**src/shared/serial_flags_defines.vh**
```
// Register map, field positions and reset values of the serial flag and baud block
`ifndef SERIAL_FLAGS_DEFINES_VH
`define SERIAL_FLAGS_DEFINES_VH

// Register offsets
`define ADDR_W              4
`define OFS_CTRL1           4'h0
`define OFS_CTRL2           4'h1
`define OFS_BAUD            4'h2
`define OFS_STATUS          4'h3
`define OFS_DATA_HI         4'h4
`define OFS_DATA_LO         4'h5
`define OFS_IRQ_STATUS      4'h6
`define OFS_IRQ_ENABLE      4'h7
`define OFS_IRQ_CLEAR       4'h8

// First control register fields
`define CTRL1_MASTER_BIT    4
// Second control register fields
`define CTRL2_WIDTH_BIT     6
`define CTRL2_FAULT_EN_BIT  4
`define CTRL2_WMASK         8'h5B
// Baud register fields
`define BAUD_PRE_HI         6
`define BAUD_PRE_LO         4
`define BAUD_SEL_HI         2
`define BAUD_SEL_LO         0
`define BAUD_WMASK          8'h77

// Status register fields
`define STAT_RX_FULL_BIT    7
`define STAT_TX_EMPTY_BIT   5
`define STAT_FAULT_BIT      4

// Interrupt status layout
`define IRQ_RX_BIT          0
`define IRQ_TX_BIT          1
`define IRQ_FAULT_BIT       2
`define IRQ_W               3

// Reset values
`define CTRL1_RESET         8'h04
`define CTRL2_RESET         8'h00
`define BAUD_RESET          8'h00
`define DIV_W               12

`endif

```
**src/rtl/serial_flags.v**
```verilog
// Status flags, data register handshake and baud setting of the serial unit
`timescale 1ns/10ps
`default_nettype none
`include "serial_flags_defines.vh"

module serial_flags #(
	parameter ADDR_W = `ADDR_W,
	parameter DIV_W  = `DIV_W
) (
	// Clock and reset
	input  wire              i_clk,
	input  wire              i_rstn,
	// Register port
	input  wire [ADDR_W-1:0] i_addr,
	input  wire [15:0]       i_wdata,
	input  wire              i_word,
	input  wire              i_wr,
	input  wire              i_rd,
	output reg  [15:0]       o_rdata,
	// Shifter side
	input  wire              i_rx_done,
	input  wire [15:0]       i_rx_data,
	input  wire              i_tx_take,
	output reg  [15:0]       o_tx_data,
	output reg               o_tx_valid,
	// Select input and mode
	input  wire              i_ss_n,
	output reg               o_master,
	output reg               o_width_16,
	// Bit rate
	output wire [DIV_W-1:0]  o_divisor,
	output wire              o_baud_tick,
	// Interrupt
	output reg               o_irq
);

	// ==========================================================
	// Storage
	// ==========================================================
	reg [7:0]        ctrl1_q;
	reg [7:0]        ctrl2_q;
	reg [7:0]        baud_q;
	reg              rx_full_q;
	reg              tx_empty_q;
	reg              fault_q;
	// Arm bits remember a status read that saw the flag set; any flag change drops them
	reg              rx_armed_q;
	reg              tx_armed_q;
	reg              fault_armed_q;
	reg [15:0]       rx_q;
	reg [15:0]       rx_pend_q;
	reg              rx_pend_valid_q;
	reg [7:0]        tx_hi_q;
	reg [`IRQ_W-1:0] irq_stat_q;
	reg [`IRQ_W-1:0] irq_en_q;

	wire             width16;
	wire             fault_en;
	wire             master;
	wire             rd_status;
	wire             word16;
	wire             rd_lo;
	wire             wr_hi;
	wire             wr_lo;
	wire             wr_ctrl1;
	wire             wr_ctrl2;
	wire             wr_baud;
	wire             wr_irq_en;
	wire             wr_irq_clr;
	wire             rx_clear;
	wire             rx_load;
	wire             tx_hi_ok;
	wire             tx_load;
	wire             fault_set;
	wire             fault_clear;
	wire [7:0]       status;

	assign width16  = ctrl2_q[`CTRL2_WIDTH_BIT];
	assign fault_en = ctrl2_q[`CTRL2_FAULT_EN_BIT];
	assign master   = ctrl1_q[`CTRL1_MASTER_BIT];

	// ==========================================================
	// Access decode
	// ==========================================================
	// Access decode shared by every flag
	function hit;
		input [ADDR_W-1:0] a;
		input [ADDR_W-1:0] ofs;
		begin
			hit = (a == ofs);
		end
	endfunction

	assign rd_status  = i_rd && hit(i_addr, `OFS_STATUS);
	// word access only joins bytes in 16-bit width
	assign word16     = i_word && width16;
	assign rd_lo      = i_rd && (hit(i_addr, `OFS_DATA_LO) || (word16 && hit(i_addr, `OFS_DATA_HI)));
	assign wr_hi      = i_wr && hit(i_addr, `OFS_DATA_HI);
	assign wr_lo      = i_wr && (hit(i_addr, `OFS_DATA_LO) || (word16 && hit(i_addr, `OFS_DATA_HI)));
	assign wr_ctrl1   = i_wr && hit(i_addr, `OFS_CTRL1);
	assign wr_ctrl2   = i_wr && hit(i_addr, `OFS_CTRL2);
	assign wr_baud    = i_wr && hit(i_addr, `OFS_BAUD);
	assign wr_irq_en  = i_wr && hit(i_addr, `OFS_IRQ_ENABLE);
	assign wr_irq_clr = i_wr && hit(i_addr, `OFS_IRQ_CLEAR);

	// Spare status bits read as zero
	assign status = {rx_full_q, 1'b0, tx_empty_q, fault_q, 4'h0};

	// ==========================================================
	// Receive path
	// ==========================================================
	// clear after qualifying low read
	// high byte reads leave the flag
	assign rx_clear = rd_lo && rx_armed_q && rx_full_q;
	// Data held back while the flag is set moves in once it clears
	assign rx_load = (i_rx_done || rx_pend_valid_q) && (!rx_full_q || rx_clear);

	always @(posedge i_clk) begin
		if (!i_rstn) begin
			rx_full_q       <= 1'b0;
			rx_armed_q      <= 1'b0;
			rx_q            <= 16'h0000;
			rx_pend_q       <= 16'h0000;
			rx_pend_valid_q <= 1'b0;
		end else begin
			if (rx_load) begin
				// set on transfer into data register
				rx_full_q       <= 1'b1;
				rx_q            <= rx_pend_valid_q ? rx_pend_q : i_rx_data;
				rx_pend_valid_q <= rx_pend_valid_q && i_rx_done;
				if (rx_pend_valid_q && i_rx_done)
					rx_pend_q <= i_rx_data;
			end else begin
				if (rx_clear)
					rx_full_q <= 1'b0;
				// Single holding slot: a third reception while unserviced is dropped
				if (i_rx_done && !rx_pend_valid_q) begin
					rx_pend_q       <= i_rx_data;
					rx_pend_valid_q <= 1'b1;
				end
			end
			if (rx_load || rx_clear)
				rx_armed_q <= 1'b0;
			else if (rd_status && rx_full_q)
				rx_armed_q <= 1'b1;
		end
	end

	// ==========================================================
	// Transmit path
	// ==========================================================
	// High byte waits in its own register until a low write in 16-bit width commits the frame; a word write sends its own high byte
	// writes ignored while not empty
	assign tx_hi_ok = wr_hi && tx_empty_q && !word16;
	// low write needs prior status read
	// only low or word write clears
	assign tx_load = wr_lo && tx_empty_q && tx_armed_q;

	always @(posedge i_clk) begin
		if (!i_rstn) begin
			tx_empty_q <= 1'b1;
			tx_armed_q <= 1'b0;
			tx_hi_q    <= 8'h00;
			o_tx_data  <= 16'h0000;
			o_tx_valid <= 1'b0;
		end else begin
			if (tx_hi_ok)
				tx_hi_q <= i_wdata[7:0];
			if (tx_load) begin
				tx_empty_q <= 1'b0;
				o_tx_valid <= 1'b1;
				// 8-bit width sends the low byte only
				if (!width16)
					o_tx_data <= {8'h00, i_wdata[7:0]};
				else if (word16)
					o_tx_data <= i_wdata;
				else
					o_tx_data <= {tx_hi_q, i_wdata[7:0]};
			end else if (i_tx_take && !tx_empty_q) begin
				// empty again once shifter takes it
				tx_empty_q <= 1'b1;
				o_tx_valid <= 1'b0;
			end
			if (tx_load || !tx_empty_q)
				tx_armed_q <= 1'b0;
			else if (rd_status && tx_empty_q)
				tx_armed_q <= 1'b1;
		end
	end

	// ==========================================================
	// Mode fault and control registers
	// ==========================================================
	// select low while master with detection
	assign fault_set = master && fault_en && !i_ss_n;
	assign fault_clear = wr_ctrl1 && fault_armed_q;

	// A fault drops master mode and wins over a same-cycle control write
	always @(posedge i_clk) begin
		if (!i_rstn) begin
			ctrl1_q <= `CTRL1_RESET;
		end else begin
			if (wr_ctrl1)
				ctrl1_q <= i_wdata[7:0];
			if (fault_set)
				ctrl1_q[`CTRL1_MASTER_BIT] <= 1'b0;
		end
	end

	// Reserved bits of the second control and baud registers stay zero
	always @(posedge i_clk) begin
		if (!i_rstn) begin
			ctrl2_q <= `CTRL2_RESET;
			baud_q  <= `BAUD_RESET;
		end else begin
			if (wr_ctrl2)
				ctrl2_q <= i_wdata[7:0] & `CTRL2_WMASK;
			if (wr_baud)
				baud_q <= i_wdata[7:0] & `BAUD_WMASK;
		end
	end

	// Set wins over a clear in the same cycle
	always @(posedge i_clk) begin
		if (!i_rstn) begin
			fault_q       <= 1'b0;
			fault_armed_q <= 1'b0;
		end else begin
			if (fault_set)
				fault_q <= 1'b1;
			else if (fault_clear)
				fault_q <= 1'b0;
			if (fault_set || fault_clear)
				fault_armed_q <= 1'b0;
			else if (rd_status && fault_q)
				fault_armed_q <= 1'b1;
		end
	end

	// Mode outputs follow the control bits one cycle later, except a fault drops o_master in the same cycle as the master bit
	always @(posedge i_clk) begin
		if (!i_rstn) begin
			o_master   <= 1'b0;
			o_width_16 <= 1'b0;
		end else begin
			o_master   <= master && !fault_set;
			o_width_16 <= width16;
		end
	end

	// ==========================================================
	// Interrupt status, enable and clear
	// ==========================================================
	wire [`IRQ_W-1:0] irq_event;
	wire [`IRQ_W-1:0] irq_clear;
	reg               rx_full_d1_q;
	reg               tx_empty_d1_q;

	assign irq_event = {fault_set && !fault_q,
	                    tx_empty_q && !tx_empty_d1_q,
	                    rx_full_q && !rx_full_d1_q};
	assign irq_clear = wr_irq_clr ? i_wdata[`IRQ_W-1:0] : {`IRQ_W{1'b0}};

	always @(posedge i_clk) begin
		if (!i_rstn) begin
			irq_stat_q    <= {`IRQ_W{1'b0}};
			irq_en_q      <= {`IRQ_W{1'b0}};
			rx_full_d1_q  <= 1'b0;
			tx_empty_d1_q <= 1'b1;
			o_irq         <= 1'b0;
		end else begin
			rx_full_d1_q  <= rx_full_q;
			tx_empty_d1_q <= tx_empty_q;
			// New events win over a clear in the same cycle
			irq_stat_q    <= (irq_stat_q & ~irq_clear) | irq_event;
			if (wr_irq_en)
				irq_en_q <= i_wdata[`IRQ_W-1:0];
			o_irq <= |(irq_stat_q & irq_en_q);
		end
	end

	// ==========================================================
	// Read data
	// ==========================================================
	reg [15:0] rdata_d;

	always @* begin
		rdata_d = 16'h0000;
		case (i_addr)
			`OFS_CTRL1:      rdata_d = {8'h00, ctrl1_q};
			`OFS_CTRL2:      rdata_d = {8'h00, ctrl2_q};
			`OFS_BAUD:       rdata_d = {8'h00, baud_q};
			`OFS_STATUS:     rdata_d = {8'h00, status};
			`OFS_DATA_HI:    rdata_d = word16 ? rx_q : {8'h00, rx_q[15:8]};
			`OFS_DATA_LO:    rdata_d = {8'h00, rx_q[7:0]};
			`OFS_IRQ_STATUS: rdata_d = {{(16-`IRQ_W){1'b0}}, irq_stat_q};
			`OFS_IRQ_ENABLE: rdata_d = {{(16-`IRQ_W){1'b0}}, irq_en_q};
			default:         rdata_d = 16'h0000;
		endcase
	end

	// Read data stands one cycle only, so a stale value never looks like a fresh read
	always @(posedge i_clk) begin
		if (!i_rstn)
			o_rdata <= 16'h0000;
		else if (i_rd)
			o_rdata <= rdata_d;
		else
			o_rdata <= 16'h0000;
	end

	// ==========================================================
	// Bit-rate generator
	// ==========================================================
	// Only a running master transfer clocks the divider, so the rate rests between frames
	// divisor from baud fields
	baud_divider #(
		.DIV_W(DIV_W)
	) u_baud (
		.i_clk      (i_clk),
		.i_rstn     (i_rstn),
		.i_preselect(baud_q[`BAUD_PRE_HI:`BAUD_PRE_LO]),
		.i_select   (baud_q[`BAUD_SEL_HI:`BAUD_SEL_LO]),
		.i_run      (o_master && o_tx_valid),
		.o_divisor  (o_divisor),
		.o_tick     (o_baud_tick)
	);

endmodule
`default_nettype wire

```
**src/rtl/baud_divider.v**
```verilog
// Serial clock divisor and bit-rate tick generator
`timescale 1ns/10ps
`default_nettype none
`include "serial_flags_defines.vh"

module baud_divider #(
	parameter DIV_W = `DIV_W
) (
	// Clock and reset
	input  wire             i_clk,
	input  wire             i_rstn,
	// Baud fields and run request
	input  wire [2:0]       i_preselect,
	input  wire [2:0]       i_select,
	input  wire             i_run,
	// Divisor and tick
	output reg  [DIV_W-1:0] o_divisor,
	output reg              o_tick
);

	// ==========================================================
	// Divisor arithmetic
	// ==========================================================
	// divisor formula
	function [DIV_W-1:0] calc_divisor;
		input [2:0] pre;
		input [2:0] sel;
		begin
			// Shift amount kept four bits wide so select 7 gives a shift of 8, not 0
			calc_divisor = ({{(DIV_W-3){1'b0}}, pre} + 1'b1) << ({1'b0, sel} + 4'h1);
		end
	endfunction

	wire [DIV_W-1:0] divisor_d;
	reg  [DIV_W-1:0] count_q;

	assign divisor_d = calc_divisor(i_preselect, i_select);

	// ==========================================================
	// Counter
	// ==========================================================
	// Idle restarts the count so each frame starts on a full period
	always @(posedge i_clk) begin
		if (!i_rstn) begin
			o_divisor <= {DIV_W{1'b0}};
			count_q   <= {DIV_W{1'b0}};
			o_tick    <= 1'b0;
		end else begin
			o_divisor <= divisor_d;
			if (!i_run || divisor_d != o_divisor) begin
				count_q <= {DIV_W{1'b0}};
				o_tick  <= 1'b0;
			end else if (count_q == o_divisor - 1'b1) begin
				count_q <= {DIV_W{1'b0}};
				o_tick  <= 1'b1;
			end else begin
				count_q <= count_q + 1'b1;
				o_tick  <= 1'b0;
			end
		end
	end

endmodule
`default_nettype wire

```
**config.mk**
```make
export PLATFORM = sky130hd
export DESIGN_NAME = serial_flags
export DESIGN_NICKNAME = d
export VERILOG_FILES = /design/src/rtl/serial_flags.v /design/src/rtl/baud_divider.v
export VERILOG_INCLUDE_DIRS = /design/src /design/src/shared
export SDC_FILE = /design/constraint.sdc
export NUM_CORES = 1
export LEC_CHECK = 0
export ABC_AREA = 1
export BUFFER_PORTS_ARGS = -buffer_cell sky130_fd_sc_hd__buf_2
export CORE_ASPECT_RATIO = 2
export CORE_MARGIN = 4
export CORE_UTILIZATION = 35
export CTS_CLUSTER_SIZE = 24
export DETAILED_ROUTE_END_ITERATION = 12
export PLACE_DENSITY = 0.55
export SLEW_MARGIN = 20
export SYNTH_ARGS = -nofsm -noshare
export SYNTH_HDL_FRONTEND = slang
export SYNTH_SLANG_ARGS = --single-unit
```
**constraint.sdc**
```tcl
create_clock -name i_clk -period 4.11 [get_ports i_clk]
set_clock_uncertainty 0.2 [all_clocks]
set_input_delay 0.2055 -clock i_clk [delete_from_list [all_inputs] [get_ports i_clk]]
set_output_delay 0.2055 -clock i_clk [all_outputs]
set_load 0.02 [all_outputs]
```
Yosys cells after proc, flatten, opt, wreduce, memory -nomap -nowiden
Index checks and enable logic that the tools add are counted.
- register bits after elaboration: 135
- bits in latches: 0
- RAM bits: 0
- ROM bits: 0
- input port bits: 44
- output and inout port bits: 49
- word-level logic and storage cells: 131
- memories: 0
- add/subtract/negate cells: 4
- multipliers: 0
- divide/modulo/power cells: 0
- order comparisons: 0
- eq/ne operators: 11
- shift operators: 1
- multiplexer cells: 20
- bitwise gates (word level): 5
- reductions and logical operators: 63
- operators with widths (cell ; number):
    $pmux W16 S8 ; 1
    $mux W16 ; 7
    $logic_and A1 B1 Y1 ; 32
    $eq A4 B3 Y1 const B ; 4
    $add A12 B1 Y12 const B ; 1
    $eq A12 B12 Y1 ; 1
    $ne A12 B12 Y1 ; 1
    $shl A12 B4 Y12 ; 1
    $sub A12 B1 Y12 const B ; 1
    $mux W1 ; 11
    $logic_not A1 Y1 ; 10
    $reduce_or A2 Y1 ; 5
    $add A3 B1 Y4 const B ; 2
    $eq A4 B2 Y1 const B ; 2
    $reduce_bool A2 Y1 ; 4
    $logic_or A1 B1 Y1 ; 7
    $and A3 B3 Y3 ; 2
    $reduce_or A3 Y1 ; 2
    $eq A4 B1 Y1 const B ; 1
    $eq A4 B4 Y1 const B ; 1
    $logic_not A4 Y1 ; 1
    $reduce_and A2 Y1 ; 2
    $mux W3 ; 1
    $not A3 Y3 ; 1
    other kinds (3) ; 3

Logic depth before layout (Yosys ltp)
Gate-level depths: netlist of run 1.
- word-level depth: 10
- mapped depth: 16
- depth with buffers taken out: 15

Modules after synthesis
A second synthesis of run 1 with hierarchy kept.
- cell total of the unflattened synthesis: 896
- area, all modules: 6446.2 µm²
- modules (own cells, without submodules) (module ; instances ; cells an instance ; area an instance (µm²) ; seq. area each (µm²)):
    serial_flags ; 1 ; 617 ; 4628.2 ; 2202.1
    baud_divider ; 1 ; 279 ; 1818.0 ; 500.5

Least setup slack after synthesis of run 1
OpenSTA, ideal clock, no wires.
- kind: flip-flop to flip-flop
- start: register u_baud.o_divisor[0]
- end: register u_baud.count_q[2]
- setup time: 0.117 ns
- data arrival time: 1.862 ns
- data required time: 3.793 ns
- setup slack: 1.931 ns
- cell stages (with the launch flop): 16
- path buffers: 1
- period minus slack after synthesis: 2.179 ns
- path through: dfxtp_1 -> inv_1 -> ha_1 -> nand3_1 -> inv_1 -> nand2_1 -> nand2_1 -> nand3_1 -> nand2_1 -> nor2_1 -> nand3_1 -> nor2_1 -> nor2_1 -> nand2_1 -> buf_6 -> nor2_2
- cells in the longest elaborated chain, start to end: 3
- elaborated cells between the ends (all ways): 5
- classes of those cells: add/sub (1); eq/ne (2); reduce/logical (2)
- ends and longest elaborated chain (what ; RTL line ; source):
    start: declaration ; baud_divider.v:17 ; output reg [DIV_W-1:0] o_divisor,
    start signal: assignment ; baud_divider.v:45 ; o_divisor <= {DIV_W{1'b0}};
    start signal: assignment ; baud_divider.v:49 ; o_divisor <= divisor_d;
    $sub A12 B1 Y12 or $ne A12 B12 Y1 (tied branches) ; baud_divider.v:53, baud_divider.v:50 ;
    $eq A12 B12 Y1 or $logic_or A1 B1 Y1 (tied branches) ; baud_divider.v:53, baud_divider.v:50 ;
    $reduce_or A3 Y1 (no line) (*) ; - ;
    end signal: assignment ; baud_divider.v:51 ; count_q <= {DIV_W{1'b0}};
    end signal: assignment ; baud_divider.v:54 ; count_q <= {DIV_W{1'b0}};
    end signal: assignment ; baud_divider.v:57 ; count_q <= count_q + 1'b1;
    end: declaration ; baud_divider.v:35 ; reg [DIV_W-1:0] count_q;
Every way passes the cells marked *; elsewhere a longest branch is shown, timed or not.
A chain may end at the register's enable or synchronous reset.

Worst setup path in the final report of run 1
- start: register baud_q[0]
- end: register u_baud.count_q[5]
- cells in the longest elaborated chain, start to end: 5
- ends and longest elaborated chain (what ; RTL line ; source):
    start: declaration ; serial_flags.v:42 ; reg [7:0] baud_q;
    start signal: assignment ; serial_flags.v:214 ; baud_q <= `BAUD_RESET;
    start signal: assignment ; serial_flags.v:219 ; baud_q <= i_wdata[7:0] & `BAUD_WMASK;
    $add A3 B1 Y4 ; baud_divider.v:30 ; calc_divisor = ({{(DIV_W-3){1'b0}}, pre} + 1'b1) << ({1'b0, sel} + 4'h1);
    $shl A12 B4 Y12 ; baud_divider.v:30 ;
    $ne A12 B12 Y1 ; baud_divider.v:50 ; if (!i_run || divisor_d != o_divisor) begin
    $logic_or A1 B1 Y1 ; baud_divider.v:50 ;
    $reduce_or A3 Y1 (no line) ; - ;
No other way between the ends.

==> impl_metrics.py, run 1 <==
metrics = {
    "power_and_ir_drop": {
        "ir_drop_mv": 0.283,
        "power.static_leakage_nw": 3.44,
        "cellPowerDensity_nw_per_um2": 423,
    },
    "yosys": {
        "synth.cells.most_frequent": "sky130_fd_sc_hd__nand2_1 (188), sky130_fd_sc_hd__dfxtp_1 (135), sky130_fd_sc_hd__nor2_1 (118), sky130_fd_sc_hd__inv_1 (89), sky130_fd_sc_hd__o21ai_0 (68)",
        "synth_top_flop_cell": "sky130_fd_sc_hd__dfxtp_1",
        "synth_most_common_cell": "sky130_fd_sc_hd__nand2_1",
        "synthesis.area_sq_um": 6330,
        "synthMuxAreaShare_pct": 0,
        "async_set_reset_flop_share_out_of_synthesis_pct": 0,
        "synth-compound-area-share_pct": 16.4,
        "yosys.area_share.xor_xnor_pct": 3.18,
        "synth_largest_area_cell": "sky130_fd_sc_hd__dfxtp_1",
        "avgSynthCellArea_sq_um": 7.17,
        "ys_ff_latch": 135,
        "dominant_combinational_cell_family_by_area_after_synthesis": "simple AND/OR/NAND/NOR gates",
        "yosysTopAreaCellShare_pct": 42.7,
        "postSynthCellCount": 882,
        "share_of_synthesized_cell_area_in_and_or_nand_and_nor_gates_pct": 28.8,
        "yosys.area_share.adder_pct": 0.791,
        "synth_edf_count": 0,
        "netlist_top_cells_area": "sky130_fd_sc_hd__dfxtp_1 (43%), sky130_fd_sc_hd__nand2_1 (11%), sky130_fd_sc_hd__nor2_1 (7.0%)",
        "ys.warnings.count": 0,
        "mappedNetlistNets": 930,
        "synth.yosys.seq_area_share_pct": 42.7,
        "synth_cell_type_count": 44,
    },
    "setup_path": {
        "crit_path_end_kind": "register",
        "critPathSlowestCell": "sky130_fd_sc_hd__dfxtp_1",
        "crit_chain": "ha_1 -> inv_1 -> nand2_1 -> nand2_1 -> nor2_2 -> nand3_1 -> nand3_1 -> nand2_1 -> nor2_1 -> nand3_1 -> nor2_2 -> nand2_1 -> nor2_2",
        "timing.critical_path.arrival_ps": 2950,
        "critPathBufInv": 1,
        "critical_path_peak_fanout": 12,
        "critical_path.most_common_cell": "sky130_fd_sc_hd__nand2_1",
        "required_time_at_the_worst_slack_endpoint_ps": 4250,
        "critical_path.top_delay_family": "simple AND/OR/NAND/NOR gates",
        "criticalPathCategory": "register to register",
        "crit_path_start_kind": "register",
        "critical_path.max_stage_delay_ps": 480,
    },
    "route": {
        "drt_first_pass_iters": 7,
        "num_vias": 6080,
        "drc_errors": 0,
        "drtAntennaViolNets": 0,
        "detailedRoute.firstIterationViolations": 236,
        "route.detailed.wl_per_inst_um": 15.8,
        "post_drt_via_cell_ratio": 4.95,
        "finalWirelength_mm": 19.4,
    },
    "floorplan": {
        "initial_core_util_pct": 35.6,
        "die_width_um": 103,
        "coreArea_sq_um": 17800,
        "rows": 69,
        "boundaryPins": 93,
        "die_area_sq_um": 20400,
        "die_height_um": 198,
    },
    "cells_and_area": {
        "layout-area-overhead-vs-synth_pct": 25.3,
        "n_fill_cell": 1863,
        "drive_gt1_share_pct": 17.7,
        "antenna_cells": 0,
        "final_stage_net_count": 1050,
    },
    "timing": {
        "timing.slew.headroom_pct": 48.4,
        "maxClockFrequency_ghz": 0.355,
        "fin_setup_tns_ps": 0,
        "rsz0062_at_grt": "false",
        "period_needed_ps": 2820,
        "slew_viol_final": 0,
        "setup_ws_ps": 1290,
        "report.final.setup_viol": 0,
        "worstMarginPinSlew_ps": 771,
        "hold_viol": 0,
        "finalCritPeriodShare_pct": 68.6,
    },
    "clock_network": {
        "clk_latency_worst_skew_pair_ps": 420,
        "cts-root-buf": "sky130_fd_sc_hd__clkbuf_16",
        "post_cts_buffers": 0,
        "ctsResizeCount": 0,
        "cts.reportedPaths.clkPinSlew_ps": 60,
        "tritoncts": "done",
        "ctsHtreeMaxLevel": 4,
        "cts.sinks": 135,
        "tritoncts.num_buffers": 17,
        "clock_buffer_depth": 2,
    },
    "grt": {
        "largest_net_degree_at_the_start_of_global_routing": 41,
        "grt_pass1_wl_mm": 31.3,
        "grt_pass1_vias": 6080,
        "initial_antenna_violation_count": 0,
        "globalRouteOverflowTotal": 0,
        "grtUsageTotal_pct": 20.0,
    },
    "status": {
        "outcome": "finished, final reports clean",
    },
    "place": {
        "dpl.hpwl_mm": 14.6,
        "post-place-ws_ps": 1280,
        "finalWeightedCongestion": 0.974,
        "port_buffers": 92,
    },
    "run": {
        "cap_violations": 0,
    },
    "hold_path": {
        "hp-class": "input pin to register",
    },
}
==> worst register-to-register path, stage by stage (launching register included) <==
cell	delay, ps
sky130_fd_sc_hd__dfxtp_1	480
sky130_fd_sc_hd__ha_1	250
sky130_fd_sc_hd__inv_1	80
sky130_fd_sc_hd__nand2_1	70
sky130_fd_sc_hd__nand2_1	60
sky130_fd_sc_hd__nor2_2	300
sky130_fd_sc_hd__nand3_1	180
sky130_fd_sc_hd__nand3_1	100
sky130_fd_sc_hd__nand2_1	50
sky130_fd_sc_hd__nor2_1	100
sky130_fd_sc_hd__nand3_1	140
sky130_fd_sc_hd__nor2_2	160
sky130_fd_sc_hd__nand2_1	380
sky130_fd_sc_hd__nor2_2	190
==> per-stage QoR <==
| step | cell area (sq um) | std cells | util [%] | hold slack, ps | total power, mW |
|---|---|---|---|---|---|
| 6_report | 7930 | 1228 | 44.6 | 10.8 | 3.35 |
| 5_1_grt | 7930 | 1228 | 44.6 | 64.0 | 3.49 |
| 4_1_cts | 7930 | 1228 | 44.6 | 0.443 | 3.39 |
| 3_5_place_dp | 6940 | 1161 | 39.0 | 218 | 1.71 |
| 3_3_place_gp | 6940 | 1161 | 39.0 | 203 | 1.71 |
| 2_1_floorplan | 6330 | 882 | - | 140 | 1.61 |
==> area by class of cell <==
type / instances / area [sq um] / share of cell area, %
tap: 213 / 267 / 3.36
timing repair buffer: 131 / 841 / 10.6
sequential: 135 / 2700 / 34.1
clock inverter: 14 / 195 / 2.46
inverter: 98 / 370 / 4.67
multi-input combinational: 619 / 3110 / 39.3
clock buffer: 18 / 439 / 5.54
==> routing by layer <==
layer / GRT usage (%) / wire length, um
met5: 0 / 0
met3: 2.64 / 545
met4: 13.2 / 1040
met2: 36.4 / 10600
met1: 20.6 / 7190
==> repair_timing <==
item	CTS	global route
setup endpoints to repair	0	0
hold buffers	35	0
hold endpoints to repair	73	0
==> cells in the final DEF, fill, tap and decap left out, drive strengths merged <==
| cell type | Yosys | final |
|---|---|---|
| o221ai | 2 | 2 |
| a211oi | 4 | 4 |
| o22ai | 4 | 4 |
| o2bb2ai | 1 | 1 |
| or2 | 2 | 2 |
| nand3 | 52 | 52 |
| a2111oi | 1 | 1 |
| clkbuf | 21 | 18 |
| dfxtp | 135 | 135 |
| and3 | 1 | 1 |
| a31oi | 11 | 11 |
| o211ai | 4 | 4 |
| clkinv | 3 | 8 |
| o21ai | 68 | 68 |
| buf | 9 | 96 |
| nand4 | 8 | 8 |
| xnor2 | 7 | 7 |
| dlygate4sd3 | 0 | 35 |
| nor3 | 11 | 11 |
| nor3b | 1 | 1 |
| o2111ai | 10 | 10 |
| a21oi | 66 | 66 |
| nand3b | 2 | 2 |
| ha | 4 | 4 |
| bufinv | 0 | 4 |
| nand2 | 203 | 203 |
| inv | 95 | 99 |
| clkinvlp | 0 | 1 |
| a221oi | 3 | 3 |
| xor2 | 16 | 16 |
| nor4 | 2 | 2 |
| nor2 | 135 | 135 |
| a32o | 1 | 1 |
==> cells by family after synthesis <==
| logic type | Yosys count |
|---|---|
| compound gates | 175 |
| xor+xnor | 23 |
| fa+ha+maj | 4 |
| buf+inv | 128 |
| flops | 135 |
| simple gates | 417 |
==> worst paths after layout <==
kind,to,slack (ps),start,cells after the start
worst min register to register,irq_stat_q[0],220,rx_full_d1_q,1
worst max register to register,u_baud.count_q[5],1290,baud_q[0],13
worst max-delay path,u_baud.count_q[5],1290,baud_q[0],13
worst min-delay path,o_tx_data[14],10,i_wdata[14],5
==> state kept, by name (all words and copies together), names as in the netlist, 5 cells and up <==
name / flops
ctrl1_q: 8
u_baud.count_q: 12
o_tx_data: 16
rx_pend_q: 16
u_baud.o_divisor: 12
o_rdata: 16
baud_q: 6
rx_q: 16
ctrl2_q: 5
tx_hi_q: 8
==> power breakdown <==
part           internal, mW  switching, mW  leakage [nW]
logic                 0.117          0.209          2.03
clock network          1.04          0.605         0.311
registers              1.35         0.0295          1.10
No activity file was read; power rests on OpenSTA's default activity.
==> run 2: changes to the inputs <==
PLACE_DENSITY = 0.57   (was 0.55)
clock period = 2.55 ns   (was 4.11 ns; I/O delays follow)
==> impl_metrics.py, run 2 (synthesis gave the netlist of run 1 again) <==
metrics = {
    "cells_and_area": {
        "antenna_cells": 0,
        "final_stage_net_count": 1070,
        "drive_gt1_share_pct": 18.8,
        "layout-area-overhead-vs-synth_pct": 28.3,
        "n_fill_cell": 1895,
        "final_common_cell": "sky130_fd_sc_hd__nand2_1",
        "layout_common_cells": "sky130_fd_sc_hd__nand2_1 (188), sky130_fd_sc_hd__dfxtp_1 (135), sky130_fd_sc_hd__nor2_1 (118)",
    },
    "timing": {
        "maxClockFrequency_ghz": 0.431,
        "fin_hold_ws_ps": 24.9,
        "hold_viol": 0,
        "report.final.setup_viol": 0,
        "worstMarginPinSlew_ps": 526,
        "finalCritPeriodShare_pct": 90.9,
        "timing.slew.headroom_pct": 64.6,
        "rsz0062_at_grt": "false",
        "period_needed_ps": 2320,
        "slew_viol_final": 0,
        "fin_setup_tns_ps": 0,
    },
    "power_and_ir_drop": {
        "power.switching_mw": 1.36,
        "portion_of_total_power_attributed_to_sequential_cells_pct": 41.1,
        "ir_drop_mv": 0.442,
        "p_comb_share_pct": 10.1,
        "power.static_leakage_nw": 3.53,
        "switching_share_pct": 25.0,
        "clock_power_share_pct": 48.9,
        "power_mw": 5.42,
        "cellPowerDensity_nw_per_um2": 667,
        "power_report.internal_total_mw": 4.06,
    },
    "clock_network": {
        "post_cts_buffers": 0,
        "clk_latency_worst_skew_pair_ps": 420,
        "clock_buffer_depth": 2,
        "cts.sinks": 135,
        "tritoncts.num_buffers": 17,
        "cts-root-buf": "sky130_fd_sc_hd__clkbuf_16",
        "ctsHtreeMaxLevel": 4,
        "tritoncts": "done",
        "cts.reportedPaths.clkPinSlew_ps": 60,
    },
    "route": {
        "finalWirelength_mm": 19.4,
        "detailedRoute.firstIterationViolations": 207,
        "drc_errors": 0,
        "route.detailed.wl_per_inst_um": 15.5,
        "num_vias": 6116,
        "drtAntennaViolNets": 0,
        "post_drt_via_cell_ratio": 4.90,
        "drt_first_pass_iters": 5,
    },
    "run": {
        "cap_violations": 0,
    },
    "hold_path": {
        "hp-class": "input pin to register",
    },
    "setup_path": {
        "crit_path_start_kind": "register",
        "criticalPathCategory": "register to register",
        "crit_path_end_kind": "register",
        "timing.critical_path.arrival_ps": 2480,
        "reg2reg_setup_slack_ps": 230,
        "required_time_at_the_worst_slack_endpoint_ps": 2710,
        "critical_path_peak_fanout": 10,
    },
    "grt": {
        "use_met1_pct": 19.9,
        "gr_peak_layer": "met2",
        "grtUsageTotal_pct": 19.9,
        "globalRouteOverflowTotal": 0,
        "grt_pass1_wl_mm": 31.1,
        "groute.layer.met3.usage_pct": 3.24,
        "initial_antenna_violation_count": 0,
        "m2_gr_usage_pct": 37.1,
        "grt_pass1_vias": 6066,
        "largest_net_degree_at_the_start_of_global_routing": 44,
    },
    "place": {
        "dpl.hpwl_mm": 14.7,
        "finalWeightedCongestion": 0.882,
        "port_buffers": 92,
    },
    "floorplan": {
        "initial_core_util_pct": 35.6,
        "die_height_um": 198,
        "boundaryPins": 93,
        "die_width_um": 103,
        "die_area_sq_um": 20400,
        "rows": 69,
        "coreArea_sq_um": 17800,
    },
    "status": {
        "outcome": "finished, final reports clean",
    },
}
## run 2: area by class of cell
type	count	area [sq um]	share of cell area, %
clock buffers	18	439	5.41
clock inverters	14	199	2.45
inverters	98	370	4.56
multi-input cells	619	3120	38.5
flip-flops and latches	135	2700	33.3
well taps	213	267	3.28
repair buffers	151	1020	12.5
## run 2: power by group through the flow
stage | logic (mW) | clock network (mW) | registers, mW
finish | 0.547 | 2.65 | 2.22
global route | 0.620 | 2.79 | 2.23
CTS | 0.548 | 2.70 | 2.22
detailed placement | 0.498 | 0 | 2.27
global placement | 0.498 | 0 | 2.27
floorplan | 0.341 | 0 | 2.26
## run 2: routing by layer
| layer | part of all wire [%] | up-vias |
|---|---|---|
| li1 | - | 3161 |
| met1 | 37 | 2758 |
| met2 | 55 | 140 |
| met3 | 2.6 | 57 |
| met4 | 5.8 | 0 |
| met5 | 0 | - |
## run 2: worst paths after layout
path / startpoint / endpoint / depth (start not counted)
setup / recovery: ctrl2_q[6] / rx_q[7] / 9
hold / removal: i_rstn / rx_pend_q[8] / 4
hold reg to reg: rx_full_d1_q / irq_stat_q[0] / 1
setup reg to reg: ctrl2_q[6] / rx_q[7] / 9
## run 2: worst max-delay path, stage by stage (launching register included)
cell and delay, ps:
sky130_fd_sc_hd__dfxtp_1 410, sky130_fd_sc_hd__nand2_4 150, sky130_fd_sc_hd__inv_4 150, sky130_fd_sc_hd__nand2_4 130
sky130_fd_sc_hd__nand2_8 120, sky130_fd_sc_hd__nand3_4 100, sky130_fd_sc_hd__a21oi_4 210, sky130_fd_sc_hd__o21ai_0 110
sky130_fd_sc_hd__a31oi_1 150, sky130_fd_sc_hd__dlygate4sd3_1 550
## run 2: repair_timing
item	4_1_cts	5_1_grt
hold endpoints to repair	89	0
gates resized for setup	0	2
endpoints found under the setup margin	0	12
hold buffers	41	0
## run 2: through the flow
| step | worst slack, ps | utilization (%) | instance area (sq um) | cells |
|---|---|---|---|---|
| floorplan | 371 | - | 6330 | 882 |
| global placement | 202 | 39.7 | 7060 | 1175 |
| detailed placement | 157 | 39.7 | 7060 | 1175 |
| CTS | 114 | 45.6 | 8110 | 1248 |
| global route | 35.1 | 45.6 | 8120 | 1248 |
| finish | 232 | 45.6 | 8120 | 1248 |
